===== config.mk =====
export PLATFORM = sky130hd
export DESIGN_NAME = icbq_capture
export DESIGN_NICKNAME = d
export VERILOG_FILES = /design/src/rtl/icbq_pkg.sv /design/src/rtl/icbq_capture.sv
export SDC_FILE = /design/constraint.sdc
export NUM_CORES = 1
export LEC_CHECK = 0
export ABC_CLOCK_PERIOD_IN_PS = 2450
export BUFFER_PORTS_ARGS = -buffer_cell sky130_fd_sc_hd__buf_2
export CORE_UTILIZATION = 50
export CTS_CLUSTER_SIZE = 24
export DETAILED_ROUTE_END_ITERATION = 12
export PLACE_DENSITY = 0.7
export SLEW_MARGIN = 20
export SYNTH_ARGS = -nofsm -noshare
export SYNTH_HDL_FRONTEND = slang
export SYNTH_SLANG_ARGS = --single-unit

===== constraint.sdc =====
create_clock -name CLK -period 2.45 [get_ports CLK]
set_input_delay 0.3675 -clock CLK [delete_from_list [all_inputs] [get_ports CLK]]
set_output_delay 0.3675 -clock CLK [all_outputs]
set_load 0.005 [all_outputs]

===== src/rtl/icbq_pkg.sv =====
// Register map, field positions and reset values of the capture block
package icbq_pkg;
    // Word indices; byte address is four times the index
    localparam logic [9:0] TIMER_IDX = 10'h084;
    localparam logic [9:0] EDGE_IDX  = 10'h08a;
    localparam logic [9:0] MASK_IDX  = 10'h08c;
    localparam logic [9:0] FLAG_IDX  = 10'h08e;
    localparam logic [9:0] CAP_IDX   = 10'h090;
    localparam logic [9:0] MCTL_IDX  = 10'h0a6;
    localparam logic [9:0] SCTL_IDX  = 10'h0ab;
    localparam logic [9:0] TEST_IDX  = 10'h0ad;
    localparam logic [9:0] MCNT_IDX  = 10'h0b6;
    localparam logic [9:0] HOLD_IDX  = 10'h0b8;
    localparam logic [9:0] PACC_IDX  = 10'h0c0;
    localparam logic [9:0] PHLD_IDX  = 10'h0c8;
    // capture_system_control_reg fields
    localparam int NO_OVERWRITE_BIT  = 0;
    localparam int LATCH_QUEUE_SELECT_BIT  = 1;
    localparam int HOLDING_BUFFER_ENABLE_BIT = 2;
    localparam int SAT_BIT   = 3;
    localparam int FLAG_TIMING_SELECT_BIT = 4;
    // modulus_control_reg fields
    localparam int MCEN_BIT  = 2;
    localparam int FORCE_BIT = 4;
    // Reset values and accumulator top count
    localparam logic [7:0]  CTRL_RST = 8'h00;
    localparam logic [15:0] WORD_RST = 16'h0000;
    localparam logic [7:0]  PACC_MAX = 8'hff;
endpackage : icbq_pkg


===== src/rtl/icbq_capture.sv =====
// Input capture front end with queue and latch holding registers
`timescale 1ns/1ps
module icbq_capture
    import icbq_pkg::*;
#(
    parameter int NCH = 4
) (
    // Clock and reset
    input  wire logic           CLK,
    input  wire logic           SYS_RST,
    // APB slave
    input  wire logic           PSEL,
    input  wire logic           PENABLE,
    input  wire logic           PWRITE,
    input  wire logic [11:0]    PADDR,
    input  wire logic [31:0]    PWDATA,
    output logic                PREADY,
    output logic                PSLVERR,
    output logic [31:0]         PRDATA,
    // Capture pins and mode
    input  wire logic [NCH-1:0] CAPTURE_PIN,
    input  wire logic           SPECIAL_MODE,
    // Interrupt
    output logic                IRQ
);
    typedef struct packed {
        logic [15:0]          timer;
        logic [NCH-1:0]       pin_prev;
        logic [15:0]          edge_sel;
        logic [7:0]           mask;
        logic [7:0]           flags;
        logic [7:0]           sysctl;
        logic [7:0]           modctl;
        logic [7:0]           test;
        logic [15:0]          mod_cnt;
        logic [15:0]          mod_load;
        logic [NCH-1:0][15:0] cap;
        logic [NCH-1:0][15:0] hold;
        logic [NCH-1:0][7:0]  pacc;
        logic [NCH-1:0][7:0]  pacc_hold;
        // Full marks track unread capture and holding words for the queue
        logic [NCH-1:0]       cap_full;
        logic [NCH-1:0]       hold_full;
        logic [31:0]          rdata;
    } icbq_state_t;

    icbq_state_t s_r;
    icbq_state_t s_nxt;

    logic [9:0]     idx;
    logic           wr_acc;
    logic           rd_acc;
    logic           holding_buffer_enable;
    logic           queue;
    logic           latch_ev;
    logic           mod_hit;
    logic [NCH-1:0] cap_ev;
    logic [NCH-1:0] hold_ld;

    // Channel register window test, used only by the error decode
    function automatic logic in_win(input logic [9:0] a,
                                    input logic [9:0] base);
        in_win = (a >= base) && (a < base + 10'(NCH));
    endfunction : in_win

    function automatic logic mapped(input logic [9:0] a);
        mapped = a == TIMER_IDX || a == EDGE_IDX || a == MASK_IDX ||
                 a == FLAG_IDX || a == MCTL_IDX || a == SCTL_IDX ||
                 a == TEST_IDX || a == MCNT_IDX || in_win(a, CAP_IDX) ||
                 in_win(a, HOLD_IDX) || in_win(a, PACC_IDX) ||
                 in_win(a, PHLD_IDX);
    endfunction : mapped

    assign idx     = PADDR[11:2];
    assign wr_acc  = PSEL && PENABLE && PWRITE;
    assign rd_acc  = PSEL && PENABLE && !PWRITE;
    // Zero-wait slave: every access completes in its first access cycle
    assign PREADY  = 1'b1;
    // Unmapped words answer with an error and ignore writes
    assign PSLVERR = PSEL && PENABLE && !mapped(idx);
    assign PRDATA  = s_r.rdata;
    assign IRQ     = |(s_r.flags & s_r.mask);

    always_comb begin
        s_nxt    = s_r;
        cap_ev   = '0;
        hold_ld  = '0;
        mod_hit  = 1'b0;
        holding_buffer_enable    = s_r.sysctl[HOLDING_BUFFER_ENABLE_BIT];
        queue    = holding_buffer_enable && !s_r.sysctl[LATCH_QUEUE_SELECT_BIT];
        s_nxt.timer    = s_r.timer + 16'h0001;
        // Pins are taken as synchronous, so one register of history suffices
        s_nxt.pin_prev = CAPTURE_PIN;

        // Modulus down-counter reloads so latching repeats periodically
        // A zero count parks the counter until the next count write
        if (s_r.modctl[MCEN_BIT] && s_r.mod_cnt != WORD_RST) begin
            s_nxt.mod_cnt = s_r.mod_cnt - 16'h0001;
            if (s_r.mod_cnt == 16'h0001) begin
                mod_hit       = 1'b1;
                s_nxt.mod_cnt = s_r.mod_load;
            end
        end
        // A zero write latches at once, counter enabled or not
        latch_ev = holding_buffer_enable && s_r.sysctl[LATCH_QUEUE_SELECT_BIT] && (mod_hit ||
                   (wr_acc && idx == MCNT_IDX &&
                    PWDATA[15:0] == WORD_RST) ||
                   (wr_acc && idx == MCTL_IDX &&
                    PWDATA[FORCE_BIT]));

        // Reads mark registers empty before new captures, so a set wins
        for (int c = 0; c < NCH; c++) begin
            if (rd_acc && idx == CAP_IDX + 10'(c)) begin
                s_nxt.cap_full[c] = 1'b0;
            end
            if (rd_acc && idx == HOLD_IDX + 10'(c)) begin
                s_nxt.hold_full[c] = 1'b0;
            end
        end

        // Register writes; flags are write-one-to-clear
        if (wr_acc) begin
            if (idx == EDGE_IDX) begin
                s_nxt.edge_sel = PWDATA[15:0];
            end else if (idx == MASK_IDX) begin
                s_nxt.mask = PWDATA[7:0];
            end else if (idx == FLAG_IDX) begin
                // Captures below run later, so a same-cycle set wins
                s_nxt.flags = s_r.flags & ~PWDATA[7:0];
            end else if (idx == SCTL_IDX) begin
                s_nxt.sysctl = PWDATA[7:0];
            end else if (idx == MCTL_IDX) begin
                // Force-latch is a strobe and never stored
                s_nxt.modctl = PWDATA[7:0] & ~(8'h01 << FORCE_BIT);
            end else if (idx == TEST_IDX) begin
                if (SPECIAL_MODE) begin
                    s_nxt.test = PWDATA[7:0];
                end
            end else if (idx == MCNT_IDX) begin
                s_nxt.mod_cnt  = PWDATA[15:0];
                s_nxt.mod_load = PWDATA[15:0];
            end
        end

        // Edge detection and capture per channel
        for (int c = 0; c < NCH; c++) begin
            cap_ev[c] = (s_r.edge_sel[2*c]   && CAPTURE_PIN[c] &&
                         !s_r.pin_prev[c]) ||
                        (s_r.edge_sel[2*c+1] && !CAPTURE_PIN[c] &&
                         s_r.pin_prev[c]);
            if (cap_ev[c]) begin
                // Accumulators count in every mode, buffered or not
                if (s_r.pacc[c] != PACC_MAX) begin
                    s_nxt.pacc[c] = s_r.pacc[c] + 8'h01;
                end else if (!s_r.sysctl[SAT_BIT]) begin
                    s_nxt.pacc[c] = 8'h00;
                end
                if (queue) begin
                    // Both full with no-overwrite: the edge is dropped
                    // Limitation: the accumulator still counts that edge
                    if (!(s_r.sysctl[NO_OVERWRITE_BIT] && s_r.cap_full[c] &&
                          s_r.hold_full[c])) begin
                        hold_ld[c] = s_r.cap_full[c];
                        if (hold_ld[c]) begin
                            s_nxt.hold[c]      = s_r.cap[c];
                            s_nxt.hold_full[c] = 1'b1;
                        end
                        s_nxt.cap[c]      = s_r.timer;
                        s_nxt.cap_full[c] = 1'b1;
                        if (!s_r.sysctl[FLAG_TIMING_SELECT_BIT] || hold_ld[c]) begin
                            s_nxt.flags[c] = 1'b1;
                        end
                    end
                end else begin
                    s_nxt.cap[c]      = s_r.timer;
                    s_nxt.cap_full[c] = 1'b1;
                    s_nxt.flags[c]    = 1'b1;
                end
            end
        end

        // Latch event takes the pre-edge values and restarts accumulation
        if (latch_ev) begin
            for (int c = 0; c < NCH; c++) begin
                s_nxt.hold[c]      = s_r.cap[c];
                s_nxt.pacc_hold[c] = s_r.pacc[c];
                s_nxt.pacc[c]      = 8'h00;
                s_nxt.hold_full[c] = 1'b1;
            end
        end

        // Read data is fetched in the setup phase for the access phase
        // Writes, idle cycles and unmapped words read back as zero
        s_nxt.rdata = 32'h0000_0000;
        if (PSEL && !PENABLE && !PWRITE) begin
            if (idx == TIMER_IDX) begin
                s_nxt.rdata[15:0] = s_r.timer;
            end else if (idx == EDGE_IDX) begin
                s_nxt.rdata[15:0] = s_r.edge_sel;
            end else if (idx == MASK_IDX) begin
                s_nxt.rdata[7:0] = s_r.mask;
            end else if (idx == FLAG_IDX) begin
                s_nxt.rdata[7:0] = s_r.flags;
            end else if (idx == SCTL_IDX) begin
                s_nxt.rdata[7:0] = s_r.sysctl;
            end else if (idx == MCTL_IDX) begin
                s_nxt.rdata[7:0] = s_r.modctl;
            end else if (idx == TEST_IDX) begin
                s_nxt.rdata[7:0] = s_r.test;
            end else if (idx == MCNT_IDX) begin
                s_nxt.rdata[15:0] = s_r.mod_cnt;
            end else begin
                for (int c = 0; c < NCH; c++) begin
                    if (idx == CAP_IDX + 10'(c)) begin
                        s_nxt.rdata[15:0] = s_r.cap[c];
                    end
                    if (idx == HOLD_IDX + 10'(c)) begin
                        s_nxt.rdata[15:0] = s_r.hold[c];
                    end
                    if (idx == PACC_IDX + 10'(c)) begin
                        s_nxt.rdata[7:0] = s_r.pacc[c];
                    end
                    if (idx == PHLD_IDX + 10'(c)) begin
                        s_nxt.rdata[7:0] = s_r.pacc_hold[c];
                    end
                end
            end
        end
    end

    // Synchronous reset clears every register, holding words included
    always_ff @(posedge CLK) begin
        if (SYS_RST) begin
            s_r <= '0;
        end else begin
            s_r <= s_nxt;
        end
    end
endmodule : icbq_capture


Word-level counts from Yosys, hierarchy flattened --
Index checks and enable logic that the tools add are counted.
Cells by class: $add $sub $neg 6, order comparisons 8, equality and inequality tests 41, muxes and demuxes 142, bitwise logic cells 10, reduce and logical (&&, ||, !) cells 117
Operators with widths (count):
- 16-bit two-way mux | 46
- 8-bit two-way mux | 31
- 10-bit by 8-bit equality test with 1-bit output (second input constant) | 24
- 60-bit two-way mux | 3
- 128-bit two-way mux | 1
- 32-bit two-way mux | 2
- 56-bit two-way mux | 1
- 1-bit two-way mux | 54
- 1-bit logical AND | 50
- 48-bit two-way mux | 1
- 10-bit by 8-bit greater-or-equal comparator with 1-bit output (second input constant) | 4
- 10-bit by 8-bit less-than comparator with 1-bit output (second input constant) | 4
- 40-bit two-way mux | 1
- 8-bit by 1-bit adder with 8-bit output (second input constant) | 4
- 8-bit != test (second input constant) | 4
- 1-bit logical OR | 21
- 4-bit AND reduction | 5
- 2-bit AND reduction | 9
- 2-bit nonzero test | 9
- 16-bit by 1-bit adder with 16-bit output (second input constant) | 1
- 8-bit bitwise AND | 2
- 16-bit by 1-bit equality test with 1-bit output (second input constant) | 1
- 16-bit logical NOT | 1
- 2-bit != test (second input constant) | 8
- other kinds (13) | 37
Storage, ports and cells: register bits 339, input port bits 54, output and inout port bits 35, word-level logic and storage cells 355

Longest topological paths before layout --
depth in word-level cells 34, mapped depth 11, mapped depth without buffers 9

Least setup slack after synthesis --
OpenSTA, ideal clock, no wires.
path kind input to register, from input port PADDR[11], to register s_r[302] (netlist bit), setup time 0.128 ns, arrival time 2.458 ns, required time 2.322 ns, slack -0.135 ns, stages 8, buffers on the path 2, cell sequence or4b_1 or3_4 or3_1 buf_2 or3_1 buf_2 mux2i_1 nor2_1
Between the ends: longest elaborated chain between the ends 3, elaborated cells between the ends (all ways) 4, those cells by class 2 x eq/ne; 1 x bitwise; 1 x reduce/logical
Ends and longest elaborated chain:
- start, declared | RTL line icbq_capture.sv:15 | input wire logic [11:0] PADDR,
- 10-bit by 8-bit equality test with 1-bit output | RTL line icbq_capture.sv:123 | if (idx == EDGE_IDX) begin
- 1-bit NOT (no source line)
- 3-bit AND reduction (no source line) *
- end signal, assigned | RTL line icbq_capture.sv:236 | s_r <= s_nxt;
- end, declared | RTL line icbq_capture.sv:47 | icbq_state_t s_r;
Every way passes the cells marked *; elsewhere a longest branch is shown, timed or not. A chain may end at the register's enable or synchronous reset.

Worst setup path in the final report --
from register s_r[259] (netlist bit), to register s_r[55] (netlist bit)
Between the ends: longest elaborated chain between the ends 6, elaborated cells between the ends (all ways) 8, those cells by class 1 x eq/ne; 2 x mux; 5 x reduce/logical
Ends and longest elaborated chain:
- 16-bit by 1-bit equality test with 1-bit output / 16-bit nonzero test (equally long branches) | RTL line icbq_capture.sv:99, icbq_capture.sv:97
- 1-bit two-way mux / 1-bit logical AND (equally long branches) | RTL line icbq_capture.sv:99, icbq_capture.sv:97
- 1-bit two-way mux * | RTL line icbq_capture.sv:97 | if (s_r.modctl[MCEN_BIT] && s_r.mod_cnt != WORD_RST) begin
- 1-bit logical OR * | RTL line icbq_capture.sv:105 | latch_ev = holding_buffer_enable && s_r.sysctl[LATCH_QUEUE_SELECT_BIT] && (mod_hit ||
- 1-bit logical OR * | RTL line icbq_capture.sv:107 | PWDATA[15:0] == WORD_RST) ||
- 1-bit logical AND * | RTL line icbq_capture.sv:105
Marks and branches as above.

==> impl_metrics.csv <==
group,metric,value,unit
timing,max_freq,391,MHz
power_and_ir_drop,ir_drop,0.533,mV
clocking,cts.clk_slew.worst_paths,0.06,ns
timing,hold_viol,0,
global_routing,overflow,0,
synthesis,synth.most_common_cell,"dfxtp_1",
synthesis,synth_top_area_cell,"dfxtp_1",
worst_setup_path,cp_max_fo,6,
clocking,clk_path_buf_depth,3,
power_and_ir_drop,power_switching,2460,uW
clocking,clkSinkCount,323,
synthesis,async_flop_share,0,%
worst_setup_path,crit_path_start_kind,"flop",
routing,viasPerCell,6.07,
timing,relSlewSlack,44.5,%
floorplan,initial_utilization,51.4,%
place,place_congestion,0.999,
status,status,"complete, but fails checks",
routing,wl_per_cell,21.5,um
worst_setup_path,reg2regPathDepth,12,
final_layout,final_cells,2433,
timing,slew_viol_final,0,
final_layout,fin_nets,2080,
worst_setup_path,path_class,"reg2reg",
floorplan,rows,63,
synthesis,synth_edf_count,0,
clocking,cts_buffers,36,
power_and_ir_drop,totalPowerFinal,11100,uW
floorplan,die_w,178,um
power_and_ir_drop,p_int,8630,uW
routing,ant_nets,0,
global_routing,antenna_found_initial,0,
timing,finClkSkew,0.0192,ns
final_layout,area_delta_synth_final,23.9,%
worst_setup_path,rr_endpoint,"s_r[55]$_SDFFE_PP0P_",
synthesis,synth-main-ff-cell,"dfxtp_1",
synthesis,avgSynthCellArea,8.47,um2
synthesis,ys.warnings.count,0,
worst_setup_path,r2r-start,"s_r[259]$_SDFF_PP0_",
place,place_area,0.0176,mm2
min_path,min_from,"CAPTURE_PIN[1]",
global_routing,grt_pass1_wl,78.0,mm
worst_setup_path,crit_path_end_kind,"flop",
place,post-place-ws,-0.358,ns
timing,rsz0062_at_grt,"true",
final_layout,layout-drive-gt1-share,21.3,%
min_path,min_to,"s_r[321]$_SDFF_PP0_",
clocking,clock_latency,0.52,ns
global_routing,globalRouteTotalUtil,32.3,%
power_and_ir_drop,power.density,581,mW/mm2
synthesis,synth_commonest_cells,"323 x dfxtp_1, 272 x nor2_1, 211 x nand2_1",
floorplan,die_y,178,um
routing,drtIter0Drc,1628,
routing,vias,14800,
power_and_ir_drop,clkPwrFrac,48.3,%
status,violations,"setup timing",
power_and_ir_drop,power_leakage,0.00789,uW
synthesis,syn_inst,1818,
min_path,whs_path_depth,2,
worst_setup_path,arrival,3.01,ns
synthesis,ys_types,86,
timing,finalCritPeriodShare,104,%
global_routing,grt_max_degree,190,
routing,drt-total-wl,52.4,mm
synthesis,netlist_area,0.0154,mm2
timing,tightest_slew,0.832,ns
final_layout,antenna_cells,0,
clocking,tritoncts,"done",
synthesis,synth.area.top_cells,"dfxtp_1 42%, mux2i_1 11%, nor2_1 6.6%",
power_and_ir_drop,p_comb_share,4.2,%
timing,tns,-2.54,ns
min_path,min_path_type,"in2reg",
floorplan,die_area,0.0315,mm2
global_routing,grt_pass1_vias,13800,
worst_setup_path,reg2reg_slack,-0.11,ns
timing,setup_viol,54,
clocking,htree_levels,2,
power_and_ir_drop,switching_share,22.1,%
clocking,postCtsHoldBufs,0,
timing,timing.final.ws_setup,-0.109,ns
floorplan,core,0.0300,mm2
synthesis,ys_ff_latch,323,
synthesis,yosys.area.top_type_share,42.0,%
routing,dr.pass1.iters,9,
synthesis,synth-seq-area-share,42.0,%
worst_setup_path,required,2.90,ns
power_and_ir_drop,p_seq_share,47.5,%
place,port_buffers,53,
final_layout,num-fill-cells,2548,
routing,route.detailed.drc,0,
job,drv_cap,0,
place,dp_hpwl,37.9,mm
floorplan,pin_count,89,
final_layout,stdcell_area,0.0191,mm2
timing,fin_crit,2.56,ns
clocking,root_buffer,"clkbuf_16",
place,dpl.cell_count,2362,
worst max-delay path, stage by stage, from the launching register on:
cell     delay, ns
dfxtp_2       0.32
or3_4         0.38
or4_4         0.51
nor4_4        0.14
buf_4         0.19
a21oi_4       0.07
buf_6         0.15
nor2_4        0.11
buf_12        0.15
buf_8         0.14
buf_6         0.12
nand2_1       0.06
a21oi_2       0.12
final cells by class:
type	count	area [um2]	share of cell area, %
clock buffer	54	1060	5.55
clock inverter	8	108	0.564
inverter	16	60.1	0.315
multi-input combinational	1329	8330	43.6
sequential	323	6470	33.9
tap	390	488	2.56
timing repair buffer	313	2570	13.5
how the worst max path moves through the flow:
stage,start,to,cells past startpoint
after floorplan,PADDR[11],s_r[302]$_SDFFE_PP0P_,8
after global placement,PADDR[8],PRDATA[1]$_SDFF_PP0_,10
after detailed placement,PADDR[11],PRDATA[2]$_SDFF_PP0_,11
after CTS,s_r[256]$_SDFF_PP0_,s_r[53]$_SDFFE_PP0P_,12
after global routing,s_r[259]$_SDFF_PP0_,s_r[54]$_SDFFE_PP0P_,12
final,s_r[259]$_SDFF_PP0_,s_r[55]$_SDFFE_PP0P_,12
cells in the final DEF (no fill, tap or decap), drive strengths merged, types with 5 or more instances in the layout:
cell type / instances
and3: 29
nor2b: 14
nand2b: 11
a222oi: 20
a31oi: 16
a211oi: 13
nor4b: 5
nor3: 24
or3: 13
nand3: 33
mux2i: 166
o2bb2ai: 7
nand2: 212
and2: 9
nor2: 273
o21ai: 45
a22oi: 45
o31ai: 6
o211ai: 5
xor2: 36
o221ai: 16
a221oi: 8
nand3b: 6
inv: 17
dfxtp: 323
clkbuf: 57
nor4: 20
buf: 310
a221o: 5
conb: 17
o22ai: 15
nand4: 38
a21oi: 133
ha: 7
per-layer routing:
metal  routed length (um)  vias to the layer above  global-route usage [%]
li1                     -                     6884                       -
met1                22800                     7074                    43.9
met2                23100                      665                    51.1
met3                 4220                      142                    4.71
met4                 2290                        0                    13.4
met5                    0                        -                       0
stage by stage:
stage | util, % | hold WS, ns
final | 63.7 | 0.0871
after CTS | 63.0 | 0.0762
after global routing | 63.7 | 0.0854
after global placement | 58.7 | 0.444
after floorplan | - | 0.429
after detailed placement | 58.7 | 0.449
logic make-up after synthesis:
group | share of synthesized area, %
AO/OA/AOI/OAI | 16.4
other | 0.0488
multiplexers | 10.9
flip-flops | 42.0
XOR/XNOR | 2.22
buffers and inverters | 5.74
AND/OR/NAND/NOR | 22.1
adder cells (fa/ha/maj) | 0.569
repair_timing:
action                                  in CTS  in global routing
pin swaps                                   19                 14
cloned                                       0                  2
endpoints found under the setup margin     107                124
setup buffers                                6                  2
resized for setup                           21                 34
registers in the layout, summed over array words and instances, names as in the netlist:
register and flops:
holding_buffer_enable 1, s_r 306, PRDATA 16
power groups by stage:
stage	combinational, uW	sequential, uW	clock, uW
detailed placement	445	5380	0
global placement	445	5380	0
CTS	449	5260	5420
global route	487	5260	5630
finish	465	5260	5360
floorplan	218	5380	0
No activity file was read; power rests on OpenSTA's default activity.
